<file path="config.mk">
export PLATFORM = sky130hd
export DESIGN_NAME = smrl_ctrl
export DESIGN_NICKNAME = d
export VERILOG_FILES = /design/src/hw/smrl_pkg.sv /design/src/hw/smrl_ctrl.sv
export VERILOG_INCLUDE_DIRS = /design/src /design/src/hw
export SDC_FILE = /design/constraint.sdc
export NUM_CORES = 1
export LEC_CHECK = 0
export ABC_AREA = 0
export ABC_CLOCK_PERIOD_IN_PS = 6600
export BUFFER_PORTS_ARGS = -buffer_cell sky130_fd_sc_hd__buf_4
export CAP_MARGIN = 0
export CORE_MARGIN = 2
export CORE_UTILIZATION = 54
export DETAILED_ROUTE_END_ITERATION = 8
export GPL_ROUTABILITY_DRIVEN = 0
export PLACE_DENSITY = 0.85
export SLEW_MARGIN = 20
export SYNTH_ARGS = -nofsm -noshare
export SYNTH_HDL_FRONTEND = slang
export SYNTH_SLANG_ARGS = --single-unit
</file>
<file path="constraint.sdc">
create_clock -name sys_clk -period 6.6 [get_ports sys_clk]
set_clock_uncertainty 0.15 [all_clocks]
set_input_delay 0.66 -clock sys_clk [delete_from_list [all_inputs] [get_ports sys_clk]]
set_output_delay 0.66 -clock sys_clk [all_outputs]
set_load 0.01 [all_outputs]
</file>
<file path="src/hw/smrl_cfg.svh">
`ifndef SMRL_CFG_SVH
`define SMRL_CFG_SVH
// ************************************************************
// register byte offsets
// ************************************************************
`define SMRL_OFF_MODE    8'h00
`define SMRL_OFF_CU      8'h04
`define SMRL_OFF_FB      8'h08
`define SMRL_OFF_HOST    8'h0c
`define SMRL_OFF_ADV     8'h10
`define SMRL_OFF_STAT    8'h14
// ************************************************************
// control word fields (same layout on all three pages)
// ************************************************************
`define SMRL_B_LB        14
`define SMRL_B_SPD_LSB   13
`define SMRL_B_AN        12
`define SMRL_B_SPD_MSB   6
`define SMRL_AN_RST      1'b1
`define SMRL_SPD_RST     2'h2
`define SMRL_ADV_RST     4'hf
`define SMRL_MODE_RST    3'h0
// ************************************************************
// speed codes, replication and host negotiation word
// ************************************************************
`define SMRL_SPD_10      2'h0
`define SMRL_SPD_100     2'h1
`define SMRL_SPD_1000    2'h2
`define SMRL_REP_1       7'h01
`define SMRL_REP_10      7'h0a
`define SMRL_REP_100     7'h64
`define SMRL_SG_LINK     15
`define SMRL_SG_FD       12
`define SMRL_SG_SPD      10
`define SMRL_SG_FIXED    0
`define SMRL_BX_FD       5
`define SMRL_BX_PAUSE    7
`define SMRL_STRAP_WAIT  2'h3
`endif

</file>
<file path="src/hw/smrl_pkg.sv">
package smrl_pkg;
  // field order follows the three-bit mode encoding
  typedef enum logic [2:0] {SMRL_M_FX100, SMRL_M_GBIC, SMRL_M_AUTO_SM, SMRL_M_AUTO_X,
                            SMRL_M_RSVD, SMRL_M_CU, SMRL_M_SM, SMRL_M_X} smrl_mode_t;
  typedef enum logic [2:0] {SMRL_MED_NONE, SMRL_MED_CU, SMRL_MED_X, SMRL_MED_SM, SMRL_MED_FX} smrl_media_t;
  typedef enum logic [2:0] {SMRL_CT_NORMAL, SMRL_CT_FLP, SMRL_CT_LINK_PULSE, SMRL_CT_IDLE100,
                            SMRL_CT_IDLE1000} smrl_cutx_t;
  typedef enum logic [1:0] {SMRL_FAN_STD, SMRL_FAN_MAC_ROLE, SMRL_FAN_OFF} smrl_fan_t;
  typedef struct packed {
    logic       valid;
    logic [7:0] data;
  } smrl_byte_t;
  typedef struct packed {
    logic       cu_link;
    logic [1:0] cu_speed;
    logic       cu_fd;
    logic       cu_an_done;
    logic [3:0] cu_partner;
    logic       x_link;
    logic       sm_link;
    logic [1:0] sm_speed;
    logic       sm_fd;
    logic       fx_link;
    logic       fib_sync;
    logic [3:0] mac_abil;
  } smrl_stat_t;
endpackage : smrl_pkg

</file>
<file path="src/hw/smrl_ctrl.sv">
// What this block does
// - strap 11 or mode 011 selects copper/1000X auto
// - mode 101 copper only, 111 1000X only
// - strap 10 or mode 010 selects copper/serial-media auto
// - mode 101 copper only, 110 serial media only
// - gigabit media: host link plain, no replication
// - copper 100/10: repeat bytes 10/100 times
// - host link modified negotiation, PHY role, status
// - 1000X fiber runs standard negotiation
// - serial media: MAC role, replicate 1/10/100
// - strap 01 or mode 001: converter, gigabit only
// - converter advertises stored and MAC abilities only
// - converter passes copper partner abilities to MAC
// - 100FX mode: repeat each byte ten times
// - page0/1 bit14 host loop, page2 line loop
// - host loop bit shared by pages 0 and 1
// - host loop returns MAC data, media gets none
// - host loop copper: receiver off, link down, tx per AN/speed
// - copper tx: FLP, link pulses, 100TX idles or gigabit idles
// - host loop fiber: powered, sync reported, idles
// - loop or no link: speed from page2 bits
// - copper, fiber, host speeds from pages 0,1,2
// - mode 000 is 100FX only, 100 reserved
`include "smrl_cfg.svh"
module smrl_ctrl
  import smrl_pkg::*;
(
  input  wire logic        sys_clk,
  input  wire logic        srst,
  input  wire logic        ce,
  input  wire logic        hsel,
  input  wire logic [31:0] haddr,
  input  wire logic [1:0]  htrans,
  input  wire logic        hwrite,
  input  wire logic [2:0]  hsize,
  input  wire logic [31:0] hwdata,
  input  wire logic        hready,
  output logic             hreadyout,
  output logic [31:0]      hrdata,
  output logic             hresp,
  input  wire logic [1:0]  media_strap,
  input  wire smrl_stat_t  stat,
  input  wire smrl_byte_t  mac_rx,
  input  wire smrl_byte_t  media_rx,
  output smrl_byte_t       mac_tx,
  output smrl_byte_t       media_tx,
  output logic             media_rx_ready,
  output logic             cu_rx_pwrdn,
  output smrl_cutx_t       cu_tx_kind,
  output logic             fib_pwr_up,
  output logic             fib_tx_idle,
  output logic             fib_sync_rpt,
  output logic             lineloop_cu,
  output logic             lineloop_fb,
  output logic [15:0]      host_cfg_word,
  output logic             host_an_std,
  output logic             host_an_on,
  output smrl_fan_t        fib_an_kind,
  output logic [3:0]       cu_adv_eff,
  output logic [1:0]       host_speed
);

  // ************************************************************
  // state
  // ************************************************************
  typedef struct packed {
    logic [1:0]  strap_s1;
    logic [1:0]  strap_s2;
    logic [1:0]  strap_s3;
    logic [1:0]  cfg_cnt;
    logic        cfg_done;
    logic [2:0]  mode;
    logic        host_lb;
    logic        line_lb;
    logic        cu_an;
    logic [1:0]  cu_spd;
    logic        fb_an;
    logic [1:0]  fb_spd;
    logic        host_an;
    logic [1:0]  host_spd;
    logic [3:0]  adv;
    logic        act;
    logic        wr;
    logic [7:0]  addr;
    logic        rdy;
    logic [31:0] rdata;
    logic [6:0]  dcnt;
    logic [6:0]  rcnt;
    smrl_byte_t  mac_tx;
    smrl_byte_t  media_tx;
    logic        rx_rdy;
    logic        cu_pd;
    smrl_cutx_t  cu_kind;
    logic        fib_pwr;
    logic        fib_idle;
    logic        fib_sync;
    logic        ll_cu;
    logic        ll_fb;
    logic [15:0] cfg_word;
    logic        an_std;
    smrl_fan_t   fan;
    logic [3:0]  adv_eff;
    logic [1:0]  speed;
    smrl_media_t med;
  } smrl_state_t;

  smrl_state_t q;
  smrl_state_t n;

  // ************************************************************
  // helpers
  // ************************************************************
  // {msb, lsb} speed bits; the unused code 11 falls back to gigabit
  function automatic logic [1:0] spd_of(input logic msb, input logic lsb);
    logic [1:0] s;
    s = {msb, lsb};
    if (s == 2'h3) begin
      s = `SMRL_SPD_1000;
    end
    return s;
  endfunction : spd_of

  function automatic logic [6:0] rep_of(input logic [1:0] spd);
    logic [6:0] r;
    r = `SMRL_REP_1;
    if (spd == `SMRL_SPD_100) begin
      r = `SMRL_REP_10;
    end else if (spd == `SMRL_SPD_10) begin
      r = `SMRL_REP_100;
    end
    return r;
  endfunction : rep_of

  function automatic logic [31:0] ctrl_word(input logic lb, input logic an, input logic [1:0] spd);
    logic [31:0] w;
    w = 32'h0;
    w[`SMRL_B_LB]      = lb;
    w[`SMRL_B_AN]      = an;
    w[`SMRL_B_SPD_MSB] = spd[1];
    w[`SMRL_B_SPD_LSB] = spd[0];
    return w;
  endfunction : ctrl_word

  // ************************************************************
  // next state
  // ************************************************************
  smrl_mode_t  mode;
  smrl_media_t med;
  logic        cu_mode;
  logic        fib_mode;
  logic        cu_link_eff;
  logic [1:0]  spd;
  logic [6:0]  rep;

  always_comb begin
    n = q;

    // strap pin: three stages, taken once stages two and three agree
    n.strap_s1 = media_strap;
    n.strap_s2 = q.strap_s1;
    n.strap_s3 = q.strap_s2;
    if (q.cfg_cnt != `SMRL_STRAP_WAIT) begin
      n.cfg_cnt = q.cfg_cnt + 2'h1;
    end else if (!q.cfg_done && q.strap_s2 == q.strap_s3) begin
      n.mode     = {1'b0, q.strap_s3};
      n.cfg_done = 1'b1;
    end

    // bus: reads take one wait state so read data is always current
    n.act = 1'b0;
    if (q.act && q.wr) begin
      if (q.addr == `SMRL_OFF_MODE) begin
        n.mode = hwdata[2:0];
      end else if (q.addr == `SMRL_OFF_CU) begin
        n.host_lb = hwdata[`SMRL_B_LB];
        n.cu_an   = hwdata[`SMRL_B_AN];
        n.cu_spd  = {hwdata[`SMRL_B_SPD_MSB], hwdata[`SMRL_B_SPD_LSB]};
      end else if (q.addr == `SMRL_OFF_FB) begin
        n.host_lb = hwdata[`SMRL_B_LB];
        n.fb_an   = hwdata[`SMRL_B_AN];
        n.fb_spd  = {hwdata[`SMRL_B_SPD_MSB], hwdata[`SMRL_B_SPD_LSB]};
      end else if (q.addr == `SMRL_OFF_HOST) begin
        n.line_lb  = hwdata[`SMRL_B_LB];
        n.host_an  = hwdata[`SMRL_B_AN];
        n.host_spd = {hwdata[`SMRL_B_SPD_MSB], hwdata[`SMRL_B_SPD_LSB]};
      end else if (q.addr == `SMRL_OFF_ADV) begin
        n.adv = hwdata[3:0];
      end
    end
    if (q.act && !q.wr) begin
      n.rdy = 1'b1;
      if (q.addr == `SMRL_OFF_MODE) begin
        n.rdata = {29'h0, q.mode};
      end else if (q.addr == `SMRL_OFF_CU) begin
        n.rdata = ctrl_word(q.host_lb, q.cu_an, q.cu_spd);
      end else if (q.addr == `SMRL_OFF_FB) begin
        n.rdata = ctrl_word(q.host_lb, q.fb_an, q.fb_spd);
      end else if (q.addr == `SMRL_OFF_HOST) begin
        n.rdata = ctrl_word(q.line_lb, q.host_an, q.host_spd);
      end else if (q.addr == `SMRL_OFF_ADV) begin
        n.rdata = {28'h0, q.adv};
      end else if (q.addr == `SMRL_OFF_STAT) begin
        n.rdata = {20'h0, q.ll_fb, q.ll_cu, q.cfg_done, q.cfg_word[`SMRL_SG_LINK], q.speed, q.med, q.mode};
      end else begin
        n.rdata = 32'h0;
      end
    end
    if (hready && hsel && htrans[1]) begin
      n.act  = 1'b1;
      n.wr   = hwrite;
      n.addr = haddr[7:0];
      if (!hwrite) begin
        n.rdy = 1'b0;
      end
    end

    // media family of the selected mode
    mode     = smrl_mode_t'(q.mode);
    cu_mode  = (mode == SMRL_M_GBIC) || (mode == SMRL_M_AUTO_SM) || (mode == SMRL_M_AUTO_X) || (mode == SMRL_M_CU);
    fib_mode = (mode != SMRL_M_GBIC) && (mode != SMRL_M_CU) && (mode != SMRL_M_RSVD);
    cu_link_eff = stat.cu_link && !q.host_lb;

    // auto modes prefer copper when both sides show link
    med = SMRL_MED_NONE;
    case (mode)
      SMRL_M_FX100:   med = stat.fx_link ? SMRL_MED_FX : SMRL_MED_NONE;
      SMRL_M_GBIC:    med = cu_link_eff ? SMRL_MED_CU : SMRL_MED_NONE;
      SMRL_M_AUTO_SM: med = cu_link_eff ? SMRL_MED_CU : (stat.sm_link ? SMRL_MED_SM : SMRL_MED_NONE);
      SMRL_M_AUTO_X:  med = cu_link_eff ? SMRL_MED_CU : (stat.x_link ? SMRL_MED_X : SMRL_MED_NONE);
      SMRL_M_CU:      med = cu_link_eff ? SMRL_MED_CU : SMRL_MED_NONE;
      SMRL_M_SM:      med = stat.sm_link ? SMRL_MED_SM : SMRL_MED_NONE;
      SMRL_M_X:       med = stat.x_link ? SMRL_MED_X : SMRL_MED_NONE;
      default:        med = SMRL_MED_NONE;
    endcase
    if (q.host_lb) begin
      med = SMRL_MED_NONE;
    end
    n.med = med;

    // host link speed
    spd = spd_of(q.host_spd[1], q.host_spd[0]);
    case (med)
      SMRL_MED_CU: spd = (mode == SMRL_M_GBIC) ? `SMRL_SPD_1000 : stat.cu_speed;
      SMRL_MED_X:  spd = `SMRL_SPD_1000;
      SMRL_MED_FX: spd = `SMRL_SPD_100;
      SMRL_MED_SM: spd = q.fb_an ? stat.sm_speed : spd_of(q.fb_spd[1], q.fb_spd[0]);
      default:     spd = spd_of(q.host_spd[1], q.host_spd[0]);
    endcase
    n.speed = spd;
    rep     = rep_of(spd);

    // MAC to media: keep first byte of each group, gap realigns
    n.media_tx = '0;
    n.mac_tx   = '0;
    if (!mac_rx.valid) begin
      n.dcnt = 7'h0;
    end else if (q.dcnt == rep - 7'h1) begin
      n.dcnt = 7'h0;
    end else begin
      n.dcnt = q.dcnt + 7'h1;
    end
    if (q.host_lb) begin
      n.mac_tx = mac_rx;
      n.rcnt   = 7'h0;
    end else begin
      if (mac_rx.valid && q.dcnt == 7'h0) begin
        n.media_tx = mac_rx;
      end
      // media to MAC: hold each byte for the replication count
      if (q.rcnt != 7'h0) begin
        n.rcnt   = q.rcnt - 7'h1;
        n.mac_tx = q.mac_tx;
      end else if (media_rx.valid && q.rx_rdy) begin
        n.rcnt   = rep - 7'h1;
        n.mac_tx = media_rx;
      end
    end
    // no buffer: source stalls while a byte is still being repeated
    n.rx_rdy = (n.rcnt == 7'h0) && !q.host_lb;

    // media side behaviour during host loopback
    n.cu_pd   = q.host_lb && cu_mode;
    n.cu_kind = SMRL_CT_NORMAL;
    if (q.host_lb && cu_mode) begin
      if (q.cu_an) begin
        n.cu_kind = SMRL_CT_FLP;
      end else if (spd_of(q.cu_spd[1], q.cu_spd[0]) == `SMRL_SPD_10) begin
        n.cu_kind = SMRL_CT_LINK_PULSE;
      end else if (spd_of(q.cu_spd[1], q.cu_spd[0]) == `SMRL_SPD_100) begin
        n.cu_kind = SMRL_CT_IDLE100;
      end else begin
        n.cu_kind = SMRL_CT_IDLE1000;
      end
    end
    n.fib_pwr  = fib_mode;
    n.fib_idle = q.host_lb && fib_mode;
    n.fib_sync = stat.fib_sync && fib_mode;

    // line loopback only on the media that has link
    n.ll_cu = q.line_lb && (med == SMRL_MED_CU);
    n.ll_fb = q.line_lb && (med == SMRL_MED_X || med == SMRL_MED_SM || med == SMRL_MED_FX);

    // negotiation flavours
    n.fan = SMRL_FAN_OFF;
    if (mode == SMRL_M_AUTO_X || mode == SMRL_M_X) begin
      n.fan = SMRL_FAN_STD;
    end else if (mode == SMRL_M_AUTO_SM || mode == SMRL_M_SM) begin
      n.fan = SMRL_FAN_MAC_ROLE;
    end
    n.an_std  = (mode == SMRL_M_GBIC);
    // stored advertisement stays untouched; only the line copy is trimmed
    n.adv_eff = n.an_std ? (q.adv & stat.mac_abil) : q.adv;
    n.cfg_word = 16'h0;
    if (n.an_std) begin
      if (stat.cu_an_done && cu_link_eff) begin
        n.cfg_word[`SMRL_BX_FD +: 2]    = stat.cu_partner[1:0];
        n.cfg_word[`SMRL_BX_PAUSE +: 2] = stat.cu_partner[3:2];
      end
    end else begin
      n.cfg_word[`SMRL_SG_FIXED]    = 1'b1;
      n.cfg_word[`SMRL_SG_LINK]     = (med != SMRL_MED_NONE);
      n.cfg_word[`SMRL_SG_SPD +: 2] = spd;
      n.cfg_word[`SMRL_SG_FD]       = (med == SMRL_MED_CU) ? stat.cu_fd :
                                      (med == SMRL_MED_SM) ? stat.sm_fd : 1'b1;
    end
  end

  // ************************************************************
  // registers
  // ************************************************************
  always_ff @(posedge sys_clk) begin
    if (srst) begin
      q          <= '0;
      q.mode     <= `SMRL_MODE_RST;
      q.cu_an    <= `SMRL_AN_RST;
      q.fb_an    <= `SMRL_AN_RST;
      q.host_an  <= `SMRL_AN_RST;
      q.cu_spd   <= `SMRL_SPD_RST;
      q.fb_spd   <= `SMRL_SPD_RST;
      q.host_spd <= `SMRL_SPD_RST;
      q.adv      <= `SMRL_ADV_RST;
      q.rdy      <= 1'b1;
      q.rx_rdy   <= 1'b1;
    end else if (ce) begin
      q <= n;
    end
  end

  // ************************************************************
  // outputs
  // ************************************************************
  assign hreadyout      = q.rdy;
  assign hrdata         = q.rdata;
  assign hresp          = q.act & 1'b0;
  assign mac_tx         = q.mac_tx;
  assign media_tx       = q.media_tx;
  assign media_rx_ready = q.rx_rdy;
  assign cu_rx_pwrdn    = q.cu_pd;
  assign cu_tx_kind     = q.cu_kind;
  assign fib_pwr_up     = q.fib_pwr;
  assign fib_tx_idle    = q.fib_idle;
  assign fib_sync_rpt   = q.fib_sync;
  assign lineloop_cu    = q.ll_cu;
  assign lineloop_fb    = q.ll_fb;
  assign host_cfg_word  = q.cfg_word;
  assign host_an_std    = q.an_std;
  assign host_an_on     = q.host_an;
  assign fib_an_kind    = q.fan;
  assign cu_adv_eff     = q.adv_eff;
  assign host_speed     = q.speed;

endmodule : smrl_ctrl

</file>
**After elaboration in Yosys (flattened, before gate mapping)**

Index checks and enable logic that the tools add are counted.

- Add/sub/neg operators: 4
- Equal/unequal tests: 27
- Multiplexer cells: 68
- Bitwise logic cells: 6
- Reductions and logical operators: 47

Operator list:

| cell | count |
|---|---|
| 15-bit two-way mux | 5 |
| 16-bit two-way mux | 3 |
| 3-bit two-way mux | 15 |
| 7-bit two-way mux | 5 |
| 33-bit two-way mux | 1 |
| 2-bit two-way mux | 14 |
| 12-bit two-way mux | 2 |
| 4-bit two-way mux | 5 |
| 18-bit two-way mux | 1 |
| 9-bit two-way mux | 2 |
| 3-bit case mux with 6 select lines | 1 |
| 1-bit logical AND | 17 |
| 8-bit by 4-bit equality test with 1-bit output (second input constant) | 2 |
| 8-bit by 5-bit equality test with 1-bit output (second input constant) | 2 |
| 7-bit logical NOT | 2 |
| 7-bit by 1-bit subtractor with 7-bit output (second input constant) | 2 |
| 3-bit by 2-bit equality test with 1-bit output (second input constant) | 4 |
| 3-bit equality test (second input constant) | 4 |
| 1-bit two-way mux | 11 |
| 11-bit two-way mux | 1 |
| 10-bit two-way mux | 1 |
| 8-bit by 3-bit equality test with 1-bit output (second input constant) | 1 |
| 8-bit logical NOT | 1 |
| 2-bit case mux with 4 select lines | 1 |
| other kinds (26) | 49 |

- Bits in registers: 133
- Input bits: 115
- Output and inout port bits: 88
- Logic and storage cells: 192

**Logic depth before layout (Yosys ltp)**

- Depth after elaboration: 16
- Depth in mapped cells: 10
- Depth with buffers taken out: 8

**Worst setup path after synthesis**

OpenSTA, ideal clock, no wires.

- Path type: in2reg
- Start point: input stat[10] (netlist name)
- End point: register q[64] (netlist name)
- Data arrival time: 2.185 ns
- Slack: 4.130 ns
- Cell stages on the path: 6
- Cells stage by stage: mux2i_1 -> a2111oi_4 -> nor4b_1 -> a211oi_2 -> mux2i_1 -> a31oi_1

- Cells in the longest elaborated chain, start to end: 13
- Elaborated cells between the ends (all ways): 17
- Those cells by class: add/sub: 1; eq/ne: 6; mux: 9; reduce/logical: 1

Ends and longest elaborated chain:

| item | RTL line | RTL |
|---|---|---|
| from (decl) | smrl_ctrl.sv:42 | `input wire smrl_stat_t stat,` |
| 2-bit two-way mux (*) | smrl_ctrl.sv:229, smrl_ctrl.sv:232 |  |
| 3-bit two-way mux | smrl_ctrl.sv:229 | `SMRL_M_AUTO_X: med = cu_link_eff ? SMRL_MED_CU : (stat.x_link ? SMRL_MED_X : SMRL_MED_NONE);` |
| 3-bit case mux with 6 select lines (*) | smrl_ctrl.sv:225 | `case (mode)` |
| 3-bit two-way mux (*) | smrl_ctrl.sv:235 | `if (q.host_lb) begin` |
| 3-bit by 2-bit equality test with 1-bit output, or another cell as far along | -- |  |
| 2-bit case mux with 4 select lines (*) | smrl_ctrl.sv:242 | `case (med)` |
| 2-bit logical NOT (no line) | -- |  |
| 7-bit two-way mux | smrl_ctrl.sv:128 | `` end else if (spd == `SMRL_SPD_10) begin `` |
| 7-bit two-way mux (*) | smrl_ctrl.sv:126 | `` if (spd == `SMRL_SPD_100) begin `` |
| 7-bit by 1-bit subtractor with 7-bit output (*) | smrl_ctrl.sv:257 | `end else if (q.dcnt == rep - 7'h1) begin` |
| 7-bit equality test (*) | smrl_ctrl.sv:257 |  |
| 7-bit two-way mux (*) | smrl_ctrl.sv:257 |  |
| 7-bit two-way mux (*) | smrl_ctrl.sv:255 | `if (!mac_rx.valid) begin` |
| to (signal assigned) | smrl_ctrl.sv:345 | `q <= n;` |
| to (decl) | smrl_ctrl.sv:107 | `smrl_state_t q;` |

Mark *: on every way between the ends. The rest lies on a longest branch, timed or not.
A chain may end at the register's enable or synchronous reset.

**Final worst setup path**

- Start point: register q[127] (netlist name)
- End point: register q[69] (netlist name)

- Cells in the longest elaborated chain, start to end: 14
- Elaborated cells between the ends (all ways): 20
- Those cells by class: add/sub: 1; eq/ne: 6; mux: 10; reduce/logical: 3

Ends and longest elaborated chain:

| item | RTL line | RTL |
|---|---|---|
| 1-bit logical NOT | smrl_ctrl.sv:221 | `cu_link_eff = stat.cu_link && !q.host_lb;` |
| 1-bit logical AND | smrl_ctrl.sv:221 |  |
| 1-bit two-way mux, or another cell as far along | smrl_ctrl.sv:227, smrl_ctrl.sv:230 |  |
| 3-bit case mux with 6 select lines | smrl_ctrl.sv:225 |  |
| 3-bit two-way mux (*) | smrl_ctrl.sv:235 |  |
| 3-bit by 2-bit equality test with 1-bit output, or another cell as far along | -- |  |
| 2-bit case mux with 4 select lines (*) | smrl_ctrl.sv:242 |  |
| 2-bit logical NOT (no line) | -- |  |
| 7-bit two-way mux | smrl_ctrl.sv:128 |  |
| 7-bit two-way mux (*) | smrl_ctrl.sv:126 |  |
| 7-bit by 1-bit subtractor with 7-bit output (*) | smrl_ctrl.sv:257 |  |
| 7-bit equality test (*) | smrl_ctrl.sv:257 |  |
| 7-bit two-way mux (*) | smrl_ctrl.sv:257 |  |
| 7-bit two-way mux (*) | smrl_ctrl.sv:255 |  |

Marks and branches as above.

==> results.md <==
* Final Routed Wirelength at 14.4 mm
* Crit path DAT at 3.43 ns
* Iter 0 DRT Violations at 415
* Starting density of the core at 0.548
* Slew Viols, Final at 0
* Synth cell types at 62
* First-pass GRT wire length at 22.7 mm
* Total gr overflow at 0
* Post-CTS resize count at 0
* Core area at 0.0107 mm²
* Die height at 108 µm
* Critical path fanouts, max at 25
* Vias in the first global route at 4793
* Fmax at 0.309 GHz
* Max_slew headroom at 0.286
* Critical Path Start Type: flop
* Final hold violation count at 0
* Sequential area share after synthesis at 0.396
* Layout Nets at 884
* Vias per Instance at 5.76
* Final Util at 0.642
* Layout cell share with drive strength beyond 1 at 0.215
* Top FF cell, synth: dfxtp_1
* Hold WC Path Type: in2reg
* GRT Total Usage at 0.243
* Clk root buf: clkbuf_8
* Slew @ Worst Pin at 1.07 ns
* WL/cell at 15.8 µm
* Post-synth EDFFs at 0
* Met2 WL at 6.73 mm
* Register area at 0.00232 mm²
* Reg clk slew, reported paths at 0.06 ns
* CP endpoint kind: flop
* Setup bufs post-CTS at 0
* CTS tree: done
* Pwr/cell area at 288 mW/mm²
* Pre-CTS WS at 3.35 ns
* Hold_buf cts at 0
* DIE WIDTH at 108 µm
* First-pass DRT Iterations at 8
* Tcrit/Tclk final at 0.491
* Syn Area/Cell at 8.21 µm²
* Uppermost layer routed: met4
* Outcome: completed
* Die area at 0.0117 mm²
* Peak supply drop at 0.173 mV
* Design area at 0.00687 mm²
* Area Growth Syn to Fin at 17.1%
* Initial antenna violation count at 0
* Clock sinks at 116
* Final ANT Viol Nets at 0
* Multi-input logic area at 0.00281 mm²
* Via count at 5273
* WHS at 0.234 ns
* Total I/O pin count at 203
* Async S/R FF share, synth at 0
* RSZ-0062 raised after global routing: false
* Met1 wire length at 6.10 mm
* Placed Area at 0.00632 mm²
* Yosys reg bits at 116
* Leak pwr at 2.87 nW
* Synth area leader: dfxtp_1
* TritonCTS buffer count at 17
* Worst setup margin at 3.36 ns
* Cell count after synthesis at 715
* Total negative slack at 0 ns
* Syn. warnings at 0
* Largest net degree at the start of global routing at 118
* IO buf count at 125
* Max Buffers Root-to-Sink at 2
* Post-Syn Area at 0.00587 mm²
* Min cycle time layout at 3.24 ns
* Setup Viol. Count Final at 0
* Max-cap violations at 0
* Crit path required time at 6.79 ns
* Routed wl met3 at 1.25 mm
* Area share of the largest cell type after synthesis at 0.396
* Placement row count at 38
* H-tree lvl count at 4
* Remaining DRCs at 0
* Fill cell count at 890
* Top cells by area, synth: dfxtp_1 40%, buf_4 10%, nor2_1 6.5%
* Detail Placement HPWL at 9.78 mm
* Worst skew pair latency at 0.51 ns
* Ant. Diodes at 0
* Crit Path Category: reg2reg
==> cell usage in the layout (no fill, tap or decap), drive strengths merged, types with 3 or more instances in the layout <==
master / netlist / final
mux2i: 25 / 25
nor4: 4 / 4
buf: 90 / 125
and3: 5 / 5
or3: 6 / 6
nor3: 18 / 18
dfxtp: 116 / 116
o22ai: 3 / 3
nand3b: 3 / 3
ha: 5 / 5
nor4b: 3 / 3
nand3: 19 / 19
a211o: 8 / 8
conb: 1 / 25
clkbuf: 29 / 20
o31ai: 5 / 5
a31oi: 9 / 9
or4: 3 / 3
o21ai: 10 / 10
clkinv: 0 / 7
a211oi: 15 / 15
inv: 20 / 20
a22oi: 31 / 31
nand4: 5 / 5
nor2b: 6 / 6
nand2: 62 / 62
xor2: 4 / 4
and4: 3 / 3
o211ai: 7 / 7
nor2: 102 / 102
xnor2: 5 / 5
nand2b: 7 / 7
a21oi: 57 / 57
nor3b: 4 / 4
==> final timing paths <==
| kind | start | to | slack (ns) | depth (start not counted) |
|---|---|---|---|---|
| hold reg to reg | q[108] | q[108] | 0.30 | 2 |
| hold / removal | hwdata[12] | host_an_on | 0.23 | 2 |
| setup / recovery | q[127] | q[69] | 3.36 | 6 |
| setup reg to reg | q[127] | q[69] | 3.36 | 6 |
==> area by class of cell <==
type	instances	share of cell area
Clock buffer	20	0.0634
Multi-Input combinational cell	484	0.409
Tap cell	140	0.0255
Sequential cell	116	0.338
Clock inverter	10	0.0160
Timing Repair Buffer	125	0.137
Inverter	20	0.0109
==> logic make-up after synthesis <==
kind of cell / after synthesis / share of synthesized area
AND/OR/NAND/NOR: 258 / 0.209
AO/OA/AOI/OAI: 162 / 0.188
XOR/XNOR: 9 / 0.0134
other: 1 / 0.000639
buffers and inverters: 139 / 0.141
flip-flops: 116 / 0.396
adder cells (fa/ha/maj): 5 / 0.0107
multiplexers: 25 / 0.0427
==> state kept, by name, indices dropped and copies added, names as in the netlist, 2 cells and up <==
signal / count
cu_tx_kind: 3
cu_adv_eff: 4
n: 4
hrdata: 15
mac_tx: 9
q: 46
media_tx: 9
mode: 3
host_cfg_word: 9
host_speed: 2
fib_an_kind: 2
==> power breakdown <==
group | switching, mW | total, mW | internal (mW)
registers | 0.0439 | 0.789 | 0.745
clock network | 0.310 | 0.849 | 0.539
logic | 0.194 | 0.342 | 0.148
==> metrics by stage <==
| step | total power, mW | std cells |
|---|---|---|
| 2_1_floorplan | 1.06 | 739 |
| 6_report | 1.98 | 915 |
| 4_1_cts | 1.98 | 915 |
| 3_3_place_gp | 1.12 | 885 |
| 3_5_place_dp | 1.14 | 885 |
| 5_1_grt | 2.07 | 915 |
==> metal layers <==
| layer | vias to the layer above | GRT usage |
|---|---|---|
| met1 | 2466 | 0.311 |
| met4 | 0 | 0.0962 |
| met2 | 266 | 0.394 |
| met3 | 36 | 0.0603 |
| met5 | - | 0 |
| li1 | 2505 | - |
==> synthesized netlist by cell type, drive strengths merged (3+ instances only) <==
library cell  instances
dfxtp               116
nand3                19
o31ai                 5
a22oi                31
clkbuf               29
a211o                 8
xnor2                 5
a31oi                 9
a21oi                57
a211oi               15
and3                  5
nor4                  4
o211ai                7
nor3b                 4
nor2                102
xor2                  4
nor2b                 6
nor4b                 3
nand2                62
nand3b                3
inv                  20
and4                  3
or3                   6
nand2b                7
o22ai                 3
o21ai                10
mux2i                25
nand4                 5
nor3                 18
ha                    5
buf                  90
or4                   3
==> critical path, stage by stage (launching register included) <==
cell,delay [ns]
dfxtp_1,1.02
inv_1,0.15
and4_1,0.26
a41o_1,0.23
a211oi_2,0.52
mux2i_1,0.56
a31oi_1,0.17
Note: power is estimated with default switching activity, not from simulation.
